==> src/bcm_pkg.sv <==
`default_nettype none
package bcm_pkg;
  localparam int CH_N   = 3;
  localparam int DW     = 32;
  localparam int ADDR_W = 8;

  // Register map (byte addresses)
  localparam logic [ADDR_W-1:0] OFS_CTRL    = 8'h00;
  localparam logic [ADDR_W-1:0] OFS_ADDR    = 8'h04;
  localparam logic [ADDR_W-1:0] OFS_DATA    = 8'h08;
  localparam logic [ADDR_W-1:0] OFS_COUNT   = 8'h0c;
  localparam logic [ADDR_W-1:0] CH_OFS_MASK = 8'h0c;
  localparam logic [ADDR_W-1:0] CH_AREA_END = 8'h30;
  localparam logic [ADDR_W-1:0] OFS_STATUS  = 8'h30;
  localparam logic [ADDR_W-1:0] OFS_MASK    = 8'h34;
  localparam logic [ADDR_W-1:0] OFS_BREAK   = 8'h38;
  localparam int CH_IDX_LSB = 4;

  // Channel control word fields
  localparam int CB_ADDR    = 0;
  localparam int CB_ADDR_PC = 1;
  localparam int CB_DATA    = 2;
  localparam int CB_SIZE    = 3;
  localparam int CB_XY      = 5;
  localparam int CB_XY_SEL  = 6;
  localparam int CB_XY_DATA = 7;
  localparam int CB_RW      = 8;
  localparam int CB_RW_SRC  = 9;
  localparam int CB_RW_LVL  = 10;
  localparam int CB_BST     = 11;
  localparam int CB_BTYPE   = 12;
  localparam int CB_BSEL    = 14;
  localparam int CB_IO      = 16;
  localparam int CB_CNT     = 17;
  localparam int CB_EN      = 31;
  localparam logic [DW-1:0] CTRL_RST = 32'h0000_0000;

  localparam logic [1:0] SZ_BYTE = 2'h0;
  localparam logic [1:0] SZ_WORD = 2'h1;
  localparam logic [1:0] RESP_OKAY   = 2'h0;
  localparam logic [1:0] RESP_SLVERR = 2'h2;

  typedef enum logic [1:0] {
    BSEL_CPU_ALL  = 2'h0,
    BSEL_CPU_DATA = 2'h1,
    BSEL_IBUS     = 2'h2
  } bcm_bsel_t;

  typedef enum logic [1:0] {
    BST_IFETCH = 2'h0,
    BST_DREAD  = 2'h1,
    BST_DWRITE = 2'h2,
    BST_DMA    = 2'h3
  } bcm_bst_t;

  function automatic logic [DW-1:0] size_mask(input logic [1:0] sz);
    size_mask = (sz == SZ_BYTE) ? 32'h0000_00ff :
                (sz == SZ_WORD) ? 32'h0000_ffff : 32'hffff_ffff;
  endfunction

  function automatic logic [DW-1:0] strb_merge(input logic [DW-1:0] old,
                                               input logic [DW-1:0] wd,
                                               input logic [3:0]    strb);
    integer b;
    strb_merge = old;
    for (b = 0; b < 4; b = b + 1) begin
      if (strb[b]) begin
        strb_merge[b*8 +: 8] = wd[b*8 +: 8];
      end
    end
  endfunction

  function automatic bcm_bst_t bst_code(input logic ifetch,
                                        input logic dma,
                                        input logic read_write_dir);
    bst_code = ifetch ? BST_IFETCH : dma ? BST_DMA :
               read_write_dir ? BST_DREAD : BST_DWRITE;
  endfunction
endpackage
`default_nettype wire

==> src/bcm_chan.sv <==
`timescale 1ns/10ps
`default_nettype none
module bcm_chan
  import bcm_pkg::*;
#(
  parameter int CNT_W = 16
) (
  // Clock and reset
  input  wire logic             clk_sys,
  input  wire logic             nrst,
  // Configuration
  input  wire logic [DW-1:0]    ctrl,
  input  wire logic [DW-1:0]    cmp_addr,
  input  wire logic [DW-1:0]    cmp_data,
  input  wire logic [CNT_W-1:0] cnt_init,
  input  wire logic             reload,
  // Observed cycle
  input  wire logic             cyc_valid,
  input  wire logic [DW-1:0]    cyc_addr,
  input  wire logic [DW-1:0]    cyc_data,
  input  wire logic [1:0]       cyc_size,
  input  wire logic             cyc_rd_n,
  input  wire logic             cyc_read_write_dir,
  input  wire bcm_bst_t         cyc_type,
  input  wire logic             cyc_io,
  // Result
  output logic                  hit,
  output logic [CNT_W-1:0]      cnt_left
);
  logic [CNT_W-1:0] cnt_q;
  logic [CNT_W-1:0] cnt_d;

  wire addr_ok = !ctrl[CB_ADDR] || (cyc_addr == cmp_addr);
  wire data_ok = !ctrl[CB_DATA] || ((cyc_size == ctrl[CB_SIZE +: 2]) &&
                 (((cyc_data ^ cmp_data) & size_mask(cyc_size)) == '0));
  wire xy_ok   = !ctrl[CB_XY] || (ctrl[CB_XY_DATA] ?
                 (cyc_data == cmp_data) : (cyc_addr == cmp_addr));
  wire rw_lvl  = ctrl[CB_RW_SRC] ? cyc_read_write_dir : cyc_rd_n;
  wire rw_ok   = !ctrl[CB_RW] || (rw_lvl == ctrl[CB_RW_LVL]);
  wire bst_ok  = !ctrl[CB_BST] ||
                 (cyc_type == bcm_bst_t'(ctrl[CB_BTYPE +: 2]));
  wire io_ok   = !ctrl[CB_IO] || cyc_io;
  wire any_en  = ctrl[CB_ADDR] | ctrl[CB_DATA] | ctrl[CB_XY] |
                 ctrl[CB_RW] | ctrl[CB_BST] | ctrl[CB_IO];
  wire cond    = ctrl[CB_EN] && any_en && cyc_valid && !reload &&
                 addr_ok && data_ok && xy_ok && rw_ok && bst_ok && io_ok;
  wire cnt_on  = ctrl[CB_CNT];
  wire last    = (cnt_q <= CNT_W'(1));

  assign hit      = cond && (!cnt_on || last);
  assign cnt_left = cnt_q;

  assign cnt_d = reload ? cnt_init :
                 (cond && cnt_on) ? (last ? cnt_init : cnt_q - CNT_W'(1)) :
                 cnt_q;

  always_ff @(posedge clk_sys or negedge nrst) begin
    if (!nrst) begin
      cnt_q <= '0;
    end else begin
      cnt_q <= cnt_d;
    end
  end
endmodule
`default_nettype wire

==> src/bcm_axil.sv <==
`timescale 1ns/10ps
`default_nettype none
module bcm_axil
  import bcm_pkg::*;
(
  // Clock and reset
  input  wire logic              clk_sys,
  input  wire logic              nrst,
  // AXI4-Lite slave
  input  wire logic [ADDR_W-1:0] s_awaddr,
  input  wire logic              s_awvalid,
  output logic                   s_awready,
  input  wire logic [DW-1:0]     s_wdata,
  input  wire logic [3:0]        s_wstrb,
  input  wire logic              s_wvalid,
  output logic                   s_wready,
  output logic [1:0]             s_bresp,
  output logic                   s_bvalid,
  input  wire logic              s_bready,
  input  wire logic [ADDR_W-1:0] s_araddr,
  input  wire logic              s_arvalid,
  output logic                   s_arready,
  output logic [DW-1:0]          s_rdata,
  output logic [1:0]             s_rresp,
  output logic                   s_rvalid,
  input  wire logic              s_rready,
  // Register side
  output logic                   wr_en,
  output logic [ADDR_W-1:0]      wr_addr,
  output logic [DW-1:0]          wr_data,
  output logic [3:0]             wr_strb,
  input  wire logic              wr_err,
  output logic                   rd_en,
  output logic [ADDR_W-1:0]      rd_addr,
  input  wire logic [DW-1:0]     rd_data,
  input  wire logic              rd_err
);
  logic aw_v_q;
  logic w_v_q;

  assign s_awready = !aw_v_q && !s_bvalid;
  assign s_wready  = !w_v_q && !s_bvalid;
  assign wr_en     = aw_v_q && w_v_q && !s_bvalid;
  assign s_arready = !s_rvalid;
  assign rd_en     = s_arvalid && s_arready;
  assign rd_addr   = s_araddr;

  always_ff @(posedge clk_sys or negedge nrst) begin
    if (!nrst) begin
      aw_v_q   <= 1'b0;
      w_v_q    <= 1'b0;
      wr_addr  <= '0;
      wr_data  <= '0;
      wr_strb  <= '0;
      s_bvalid <= 1'b0;
      s_bresp  <= RESP_OKAY;
    end else begin
      if (s_awvalid && s_awready) begin
        aw_v_q  <= 1'b1;
        wr_addr <= s_awaddr;
      end else if (wr_en) begin
        aw_v_q <= 1'b0;
      end
      if (s_wvalid && s_wready) begin
        w_v_q   <= 1'b1;
        wr_data <= s_wdata;
        wr_strb <= s_wstrb;
      end else if (wr_en) begin
        w_v_q <= 1'b0;
      end
      if (wr_en) begin
        s_bvalid <= 1'b1;
        s_bresp  <= wr_err ? RESP_SLVERR : RESP_OKAY;
      end else if (s_bready) begin
        s_bvalid <= 1'b0;
      end
    end
  end

  always_ff @(posedge clk_sys or negedge nrst) begin
    if (!nrst) begin
      s_rvalid <= 1'b0;
      s_rdata  <= '0;
      s_rresp  <= RESP_OKAY;
    end else if (rd_en) begin
      s_rvalid <= 1'b1;
      s_rdata  <= rd_data;
      s_rresp  <= rd_err ? RESP_SLVERR : RESP_OKAY;
    end else if (s_rready) begin
      s_rvalid <= 1'b0;
    end
  end
endmodule
`default_nettype wire

==> src/bcm_top.sv <==
// Contract
// - three independent break condition channels
// - address or program counter equals compare
// - data equals compare at chosen size
// - X or Y bus address/data equals compare
// - read strobe or direction level matches
// - bus cycle type matches selection
// - processor bus all: fetches and data
// - processor bus data: data only
// - system bus: cache misses and DMA
// - any on-chip peripheral access breaks
// - break after conditions met N times
//
// Added by the designer: the register offsets and register access over AXI4-Lite.
`timescale 1ns/10ps
`default_nettype none
module bcm_top
  import bcm_pkg::*;
#(
  parameter int              CNT_W   = 16,
  parameter logic [DW-1:0]   IO_MASK = 32'hff00_0000,
  parameter logic [DW-1:0]   IO_BASE = 32'hff00_0000
) (
  // Clock and reset
  input  wire logic              clk_sys,
  input  wire logic              nrst,
  // AXI4-Lite register bus
  input  wire logic [ADDR_W-1:0] s_awaddr,
  input  wire logic              s_awvalid,
  output logic                   s_awready,
  input  wire logic [DW-1:0]     s_wdata,
  input  wire logic [3:0]        s_wstrb,
  input  wire logic              s_wvalid,
  output logic                   s_wready,
  output logic [1:0]             s_bresp,
  output logic                   s_bvalid,
  input  wire logic              s_bready,
  input  wire logic [ADDR_W-1:0] s_araddr,
  input  wire logic              s_arvalid,
  output logic                   s_arready,
  output logic [DW-1:0]          s_rdata,
  output logic [1:0]             s_rresp,
  output logic                   s_rvalid,
  input  wire logic              s_rready,
  // Processor-side bus
  input  wire logic              lbus_valid,
  input  wire logic              lbus_ifetch,
  input  wire logic [DW-1:0]     lbus_addr,
  input  wire logic [DW-1:0]     lbus_data,
  input  wire logic [1:0]        lbus_size,
  input  wire logic              lbus_rd_n,
  input  wire logic              lbus_read_write_dir,
  // Internal system bus
  input  wire logic              ibus_valid,
  input  wire logic              ibus_ifetch,
  input  wire logic              ibus_dma,
  input  wire logic [DW-1:0]     ibus_addr,
  input  wire logic [DW-1:0]     ibus_data,
  input  wire logic [1:0]        ibus_size,
  input  wire logic              ibus_rd_n,
  input  wire logic              ibus_read_write_dir,
  // Program counter
  input  wire logic              pc_valid,
  input  wire logic [DW-1:0]     cpu_pc,
  // X and Y buses
  input  wire logic              xbus_valid,
  input  wire logic [DW-1:0]     xbus_addr,
  input  wire logic [DW-1:0]     xbus_data,
  input  wire logic              ybus_valid,
  input  wire logic [DW-1:0]     ybus_addr,
  input  wire logic [DW-1:0]     ybus_data,
  // Break request to the CPU
  output logic                   break_req,
  input  wire logic              break_ack,
  output logic [CH_N-1:0]        break_chan,
  // Interrupt
  output logic                   irq
);
  // Register-side strobes
  logic              wr_en;
  logic [ADDR_W-1:0] wr_addr;
  logic [DW-1:0]     wr_data;
  logic [3:0]        wr_strb;
  logic              rd_en;
  logic [ADDR_W-1:0] rd_addr;
  logic [DW-1:0]     rd_data;
  logic              rd_err;
  logic              wr_err;

  // Register state
  logic [DW-1:0]     ctrl_q   [CH_N];
  logic [DW-1:0]     caddr_q  [CH_N];
  logic [DW-1:0]     cdata_q  [CH_N];
  logic [CNT_W-1:0]  count_q  [CH_N];
  logic [CH_N-1:0]   reload_q;
  logic [CH_N-1:0]   reload_d;
  logic [CH_N-1:0]   sts_q;
  logic [CH_N-1:0]   sts_d;
  logic [CH_N-1:0]   mask_q;
  logic              brk_q;
  logic              brk_d;
  logic [CH_N-1:0]   bchan_q;
  logic [CH_N-1:0]   hit_vec;
  logic [CNT_W-1:0]  cnt_left [CH_N];

  bcm_axil u_axil (
    .clk_sys   (clk_sys),
    .nrst      (nrst),
    .s_awaddr  (s_awaddr),
    .s_awvalid (s_awvalid),
    .s_awready (s_awready),
    .s_wdata   (s_wdata),
    .s_wstrb   (s_wstrb),
    .s_wvalid  (s_wvalid),
    .s_wready  (s_wready),
    .s_bresp   (s_bresp),
    .s_bvalid  (s_bvalid),
    .s_bready  (s_bready),
    .s_araddr  (s_araddr),
    .s_arvalid (s_arvalid),
    .s_arready (s_arready),
    .s_rdata   (s_rdata),
    .s_rresp   (s_rresp),
    .s_rvalid  (s_rvalid),
    .s_rready  (s_rready),
    .wr_en     (wr_en),
    .wr_addr   (wr_addr),
    .wr_data   (wr_data),
    .wr_strb   (wr_strb),
    .wr_err    (wr_err),
    .rd_en     (rd_en),
    .rd_addr   (rd_addr),
    .rd_data   (rd_data),
    .rd_err    (rd_err)
  );

  // Address decode, word aligned
  wire [ADDR_W-1:0] wr_word = {wr_addr[ADDR_W-1:2], 2'b00};
  wire [ADDR_W-1:0] rd_word = {rd_addr[ADDR_W-1:2], 2'b00};
  wire              wr_in_ch = (wr_word < CH_AREA_END);
  wire              rd_in_ch = (rd_word < CH_AREA_END);
  wire [ADDR_W-1:0] wr_off  = wr_word & CH_OFS_MASK;
  wire [ADDR_W-1:0] rd_off  = rd_word & CH_OFS_MASK;
  wire [1:0]        wr_idx  = wr_word[CH_IDX_LSB +: 2];
  wire [1:0]        rd_idx  = rd_word[CH_IDX_LSB +: 2];
  wire              wr_mask = wr_en && (wr_word == OFS_MASK);
  wire              rd_sts  = rd_en && (rd_word == OFS_STATUS);

  assign wr_err = !wr_in_ch && (wr_word != OFS_MASK) &&
                  (wr_word != OFS_STATUS) && (wr_word != OFS_BREAK);
  assign rd_err = !rd_in_ch && (rd_word != OFS_MASK) &&
                  (rd_word != OFS_STATUS) && (rd_word != OFS_BREAK);

  // Channel read view
  wire [DW-1:0] rd_ch =
    (rd_off == OFS_CTRL)  ? ctrl_q[rd_idx]  :
    (rd_off == OFS_ADDR)  ? caddr_q[rd_idx] :
    (rd_off == OFS_DATA)  ? cdata_q[rd_idx] :
    DW'(cnt_left[rd_idx]);

  assign rd_data =
    rd_in_ch                 ? rd_ch :
    (rd_word == OFS_STATUS)  ? DW'(sts_q) :
    (rd_word == OFS_MASK)    ? DW'(mask_q) :
    (rd_word == OFS_BREAK)   ? DW'({bchan_q, brk_q}) :
    '0;

  genvar gi;
  generate
    for (gi = 0; gi < CH_N; gi = gi + 1) begin : g_ch
      wire sel_ch  = wr_en && wr_in_ch && (wr_idx == 2'(gi));
      wire wr_ctrl = sel_ch && (wr_off == OFS_CTRL);
      wire wr_addr_r = sel_ch && (wr_off == OFS_ADDR);
      wire wr_data_r = sel_ch && (wr_off == OFS_DATA);
      wire wr_cnt  = sel_ch && (wr_off == OFS_COUNT);
      wire [DW-1:0] cnt_wide = strb_merge(DW'(count_q[gi]), wr_data,
                                          wr_strb);

      // reload after control or count write
      assign reload_d[gi] = wr_ctrl || wr_cnt;

      always_ff @(posedge clk_sys or negedge nrst) begin
        if (!nrst) begin
          ctrl_q[gi]  <= CTRL_RST;
          caddr_q[gi] <= '0;
          cdata_q[gi] <= '0;
          count_q[gi] <= '0;
        end else begin
          if (wr_ctrl) begin
            ctrl_q[gi] <= strb_merge(ctrl_q[gi], wr_data, wr_strb);
          end
          if (wr_addr_r) begin
            caddr_q[gi] <= strb_merge(caddr_q[gi], wr_data, wr_strb);
          end
          if (wr_data_r) begin
            cdata_q[gi] <= strb_merge(cdata_q[gi], wr_data, wr_strb);
          end
          if (wr_cnt) begin
            count_q[gi] <= cnt_wide[CNT_W-1:0];
          end
        end
      end

      wire [1:0] bsel = ctrl_q[gi][CB_BSEL +: 2];
      wire lb_all  = (bcm_bsel_t'(bsel) == BSEL_CPU_ALL);
      wire lb_data = (bcm_bsel_t'(bsel) == BSEL_CPU_DATA) && !lbus_ifetch;
      wire use_ib  = (bcm_bsel_t'(bsel) == BSEL_IBUS);
      wire bus_v   = use_ib ? ibus_valid : (lbus_valid && (lb_all || lb_data));
      wire [DW-1:0] bus_a  = use_ib ? ibus_addr : lbus_addr;
      wire [DW-1:0] bus_d  = use_ib ? ibus_data : lbus_data;
      wire [1:0]    bus_sz = use_ib ? ibus_size : lbus_size;
      wire bus_rdn  = use_ib ? ibus_rd_n : lbus_rd_n;
      wire bus_dir  = use_ib ? ibus_read_write_dir : lbus_read_write_dir;
      wire bcm_bst_t bus_t = use_ib ?
        bst_code(ibus_ifetch, ibus_dma, ibus_read_write_dir) :
        bst_code(lbus_ifetch, 1'b0, lbus_read_write_dir);

      wire use_xy  = ctrl_q[gi][CB_XY];
      wire use_y   = ctrl_q[gi][CB_XY_SEL];
      wire use_pc  = ctrl_q[gi][CB_ADDR_PC];
      wire xy_v    = use_y ? ybus_valid : xbus_valid;
      wire [DW-1:0] xy_a = use_y ? ybus_addr : xbus_addr;
      wire [DW-1:0] xy_d = use_y ? ybus_data : xbus_data;
      wire cyc_v   = use_xy ? xy_v : use_pc ? pc_valid : bus_v;
      wire [DW-1:0] cyc_a = use_xy ? xy_a : use_pc ? cpu_pc : bus_a;
      wire [DW-1:0] cyc_d = use_xy ? xy_d : bus_d;
      wire cyc_io  = !use_xy && ((bus_a & IO_MASK) == IO_BASE);

      bcm_chan #(
        .CNT_W (CNT_W)
      ) u_chan (
        .clk_sys   (clk_sys),
        .nrst      (nrst),
        .ctrl      (ctrl_q[gi]),
        .cmp_addr  (caddr_q[gi]),
        .cmp_data  (cdata_q[gi]),
        .cnt_init  (count_q[gi]),
        .reload    (reload_q[gi]),
        .cyc_valid (cyc_v),
        .cyc_addr  (cyc_a),
        .cyc_data  (cyc_d),
        .cyc_size  (bus_sz),
        .cyc_rd_n  (bus_rdn),
        .cyc_read_write_dir  (bus_dir),
        .cyc_type  (bus_t),
        .cyc_io    (cyc_io),
        .hit       (hit_vec[gi]),
        .cnt_left  (cnt_left[gi])
      );
    end
  endgenerate

  // Sticky status, set wins over read clear
  assign sts_d = (rd_sts ? '0 : sts_q) | hit_vec;
  assign brk_d = (|hit_vec) || (brk_q && !break_ack);

  always_ff @(posedge clk_sys or negedge nrst) begin
    if (!nrst) begin
      reload_q <= '0;
      sts_q    <= '0;
      mask_q   <= '0;
      brk_q    <= 1'b0;
      bchan_q  <= '0;
    end else begin
      reload_q <= reload_d;
      sts_q    <= sts_d;
      brk_q    <= brk_d;
      if (wr_mask) begin
        mask_q <= wr_data[CH_N-1:0];
      end
      if (|hit_vec) begin
        bchan_q <= hit_vec;
      end
    end
  end

  assign break_req  = brk_q;
  assign break_chan = bchan_q;
  assign irq        = |(sts_q & mask_q);
endmodule
`default_nettype wire

==> config.mk <==
export PLATFORM = sky130hd
export DESIGN_NAME = bcm_top
export DESIGN_NICKNAME = d
export VERILOG_FILES = /design/src/bcm_pkg.sv /design/src/bcm_chan.sv /design/src/bcm_axil.sv /design/src/bcm_top.sv
export SDC_FILE = /design/constraint.sdc
export NUM_CORES = 2
export LEC_CHECK = 0
export BUFFER_PORTS_ARGS = -buffer_cell sky130_fd_sc_hd__clkbuf_2
export CORE_MARGIN = 5
export CORE_UTILIZATION = 40
export DETAILED_ROUTE_END_ITERATION = 8
export SLEW_MARGIN = 20
export SYNTH_ARGS = -nofsm -noshare
export SYNTH_HDL_FRONTEND = slang
export SYNTH_SLANG_ARGS = --single-unit
==> constraint.sdc <==
create_clock -name clk_sys -period 7.1 [get_ports clk_sys]
set_clock_uncertainty 0.15 [all_clocks]
set_input_delay 0.71 -clock clk_sys [delete_from_list [all_inputs] [get_ports clk_sys]]
set_output_delay 0.71 -clock clk_sys [all_outputs]
set_load 0.1 [all_outputs]
==> key figures <==
Timing
  • Count of final setup violators: 0
  • Slew headroom: 19.60%
  • Max Fclk: 170.5 MHz
  • Min cycle time layout: 5.866 ns
  • Hold slack: 0.01037 ns
  • Worst slew pin tran: 1.193 ns
  • Max-slew violation count: 0
  • Fin crit share: 82.62%
  • Setup TNS: 0 ns
  • RSZ-0062 raised after global routing: no
  • Final Hold Vio Count: 0

Logic synthesis
  • Number of distinct library cells after synthesis: 88
  • Flops & latches, synth: 477
  • Commonest cells in the synthesized netlist: dfrtp_1, mux2_2, nand2_1
  • Synth top area cells: dfrtp_1, mux2_2, mux2i_1
  • Synth top area share: 35.58%
  • Synth Flop Type: dfrtp_1
  • Mapped cell area: 33550 um^2
  • Count leader, synth: dfrtp_1
  • Post-synth top area cell: dfrtp_1
  • Ys async rst share: 100.0%
  • YS warnings: 0
  • Synth Instances: 3497
  • Number of synthesized flops with an enable pin: 0
  • Seq/Total Area, Yosys: between 30% and 40%
  • Syn avg cell area: 9.593 um^2

Place
  • Final Wtd Congestion: around 1.0
  • Port bufs: 403
  • Final HPWL DP: 117100 um

Power
  • Reg power frac: between 30 and 40%
  • Switching share of power: ~47%
  • Cell Pwr Density: 420.6 nW/um^2
  • Leakage power: approximately 17 nW
  • Clock share of power: between 20% and 30%
  • Net Sw Power: 7.528 mW
  • Gate power share: approximately 45%
  • Cell-internal power: 8.652 mW
  • VDD IR max: slightly below 0.0004 V

Global routing
  • GRT Util Overall: between 30% and 40%
  • Antenna violations before repair: 30
  • Largest net degree at the start of global routing: 152
  • GRT overflow: 0
  • Number of global-route vias before repair: 29636
  • First-pass GRT wire length: 219200 um

Route
  • Final WL: 154500 um
  • Initial drt markers: slightly above 4000
  • Mean number of vias per cell: 6.402
  • ANT nets after route: 0
  • Wire per inst: 31.56 um
  • Detailed-route via count: 31339
  • Pre-Repair DR Iteration Count: 6
  • DRC viols: 0

Die
  • Full die area: around 90000 um^2
  • Initial Util: 40.21%
  • Chip Height: 299.6 um
  • Die W: between 200 and 300 um
  • Rows: 106
  • Ports: ~400
  • Core area: 83420 um^2

Hold path
  • Worst min-delay path class: in -> async

Setup path
  • Worst reg-to-reg setup slack: 1.23 ns
  • CP Data Required Time: 7.47 ns
  • Crit path max fanout: 28
  • Worst R2R End: g_ch[2].u_chan.cnt_left[14]$_DFFE_PN0P_
  • Worst setup path category: reg -> reg
  • Crit path launch type: flop
  • CP arrival: 6.23 ns
  • R2R cell count: 12
  • R2r startpoint: ctrl_q[5]$_DFFE_PN0P_
  • Crit end category: flop

Clocking
  • CTS sink cnt: 477
  • Worst skew pair latency: 0.64 ns
  • Clk root buf: clkbuf_16
  • CTS H-tree depth: 2
  • Clock Pin Slew Worst Setup and Hold Paths: 0.09 ns
  • Clock buffer depth: 3
  • Setup bufs post-CTS: 0
  • Hold-fix buffers at CTS: 0
  • CTS tree: done
  • Post-CTS sizing: 0
  • Total CTS buffers: between 50 and 60

Finish
  • Area growth syn-to-layout: 14.69%
  • Nets@finish: 4121
  • Share of cells above drive strength 1: between 20 and 30%

Outcome
  • Status: finished clean

Flow run
  • Max-Cap Viols: 0
==> stage by stage <==
stage / util, % / area (um^2) / setup WS (ns) / power, mW / std cells
global route: 46.09 / 38450 / 1.149 / 16.72 / 4886
finish: 46.12 / 38470 / 1.234 / 16.18 / 4895
detailed placement: 43.52 / 36310 / 1.484 / 12.53 / 4775
floorplan: - / 33550 / 3.338 / 9.496 / 3498
global placement: 43.52 / 36310 / 1.541 / 12.45 / 4775
CTS: 46.06 / 38420 / 1.476 / 15.91 / 4877
==> critical path, cell delays in order (launching register included) <==
cell and delay, ns:
dfrtp_2 0.76, inv_2 0.46, buf_4 0.33, a211oi_1 0.62, or3_1 0.19, nand4_1 0.09
nor4_1 0.87, nand3_1 0.20, o21a_1 0.21, o2bb2ai_1 0.39, nand3_2 0.56, or4_1 0.64
a31o_1 0.22
==> power groups by stage <==
stage | combinational (mW) | clock (mW) | sequential, mW
final | 7.27 | 3.35 | 5.56
after global routing | 7.62 | 3.49 | 5.62
after CTS | 7.07 | 3.38 | 5.46
after detailed placement | 7.03 | 0 | 5.50
after global placement | 6.97 | 0 | 5.47
after floorplan | 5.07 | 0 | 4.42
==> per-layer routing <==
layer	vias up	track usage (%)	share of wire, %	routed length [um]
met5	-	0	0.061	94
met4	14	12.32	4.4	6861
met3	298	9.568	12	18680
met2	1868	48.60	42	65140
met1	15719	46.47	41	63700
li1	13440	-	-	-
==> kinds of logic (layout without fill, tap and decap cells) <==
group	Yosys count	after routing	share of synthesized area [%]
buffers and inverters	347	646	4.487
XOR/XNOR	178	178	4.647
AO/OA/AOI/OAI	792	792	15.77
flip-flops	477	477	35.58
AND/OR/NAND/NOR	960	960	14.91
multiplexers	736	736	24.37
adder cells (fa/ha/maj)	6	6	0.2238
other	1	20	0.01118
==> flip-flops by register name, summed over array words and instances, names as in the netlist, 3 cells and up <==
signal	cells
break_chan	3
caddr_q	96
cdata_q	96
count_q	48
ctrl_q	96
g_ch.u_chan.cnt_left	48
mask_q	3
reload_q	3
sts_q	3
u_axil.s_rdata	32
u_axil.wr_addr	6
u_axil.wr_data	32
u_axil.wr_strb	4
==> placed cells by master, fill, tap and decap left out, types with 10 or more instances in the layout <==
cell type  instances
a211oi_1         132
and3b_1           69
or3_1             52
nand2_1          311
a22oi_1           19
nor2_1           169
o311ai_0          14
buf_4             57
nor2b_1           74
inv_1             77
a31oi_1           40
xor2_1            77
diode_2           18
o21ai_0          210
bufinv_16         15
o31ai_1           32
mux2_2           456
o22ai_1           59
a21oi_1          103
xnor2_1          101
clkbuf_2         399
nor4_1            42
and2_1            30
nand3_1           31
mux4_2            18
clkbuf_8          10
clkbuf_16         55
or4_1             11
dfrtp_1          469
mux2i_1          253
nand4_1           36
or3b_2            10
a22o_1            21
o211ai_1          22
a2bb2oi_1         11
nand2b_1          13
nor3_1            55
==> cell type report <==
type                            count  area, um^2
Multi-Input combinational cell   2674       20140
Tap cell                         1080        1351
Clock buffer                       67        1521
Inverter                           81       304.0
Fill cell                        8131       44950
Antenna cell                       18       45.04
Sequential cell                   477       11960
Timing Repair Buffer              463        2560
Clock inverter                     35       596.8
==> worst max-delay path by stage <==
stage | startpoint | endpoint | slack (ns)
detailed placement | ctrl_q[5]$_DFFE_PN0P_ | g_ch[2].u_chan.cnt_left[14]$_DFFE_PN0P_ | 1.48
CTS | ctrl_q[5]$_DFFE_PN0P_ | g_ch[2].u_chan.cnt_left[14]$_DFFE_PN0P_ | 1.48
global placement | ctrl_q[5]$_DFFE_PN0P_ | g_ch[2].u_chan.cnt_left[14]$_DFFE_PN0P_ | 1.54
global route | ctrl_q[5]$_DFFE_PN0P_ | g_ch[2].u_chan.cnt_left[14]$_DFFE_PN0P_ | 1.15
floorplan | u_axil.s_bvalid$_DFFE_PN0P_ | u_axil.wr_data[10]$_DFFE_PN0P_ | 3.34
finish | ctrl_q[5]$_DFFE_PN0P_ | g_ch[2].u_chan.cnt_left[14]$_DFFE_PN0P_ | 1.23
Power figures use the tool's default switching activity.
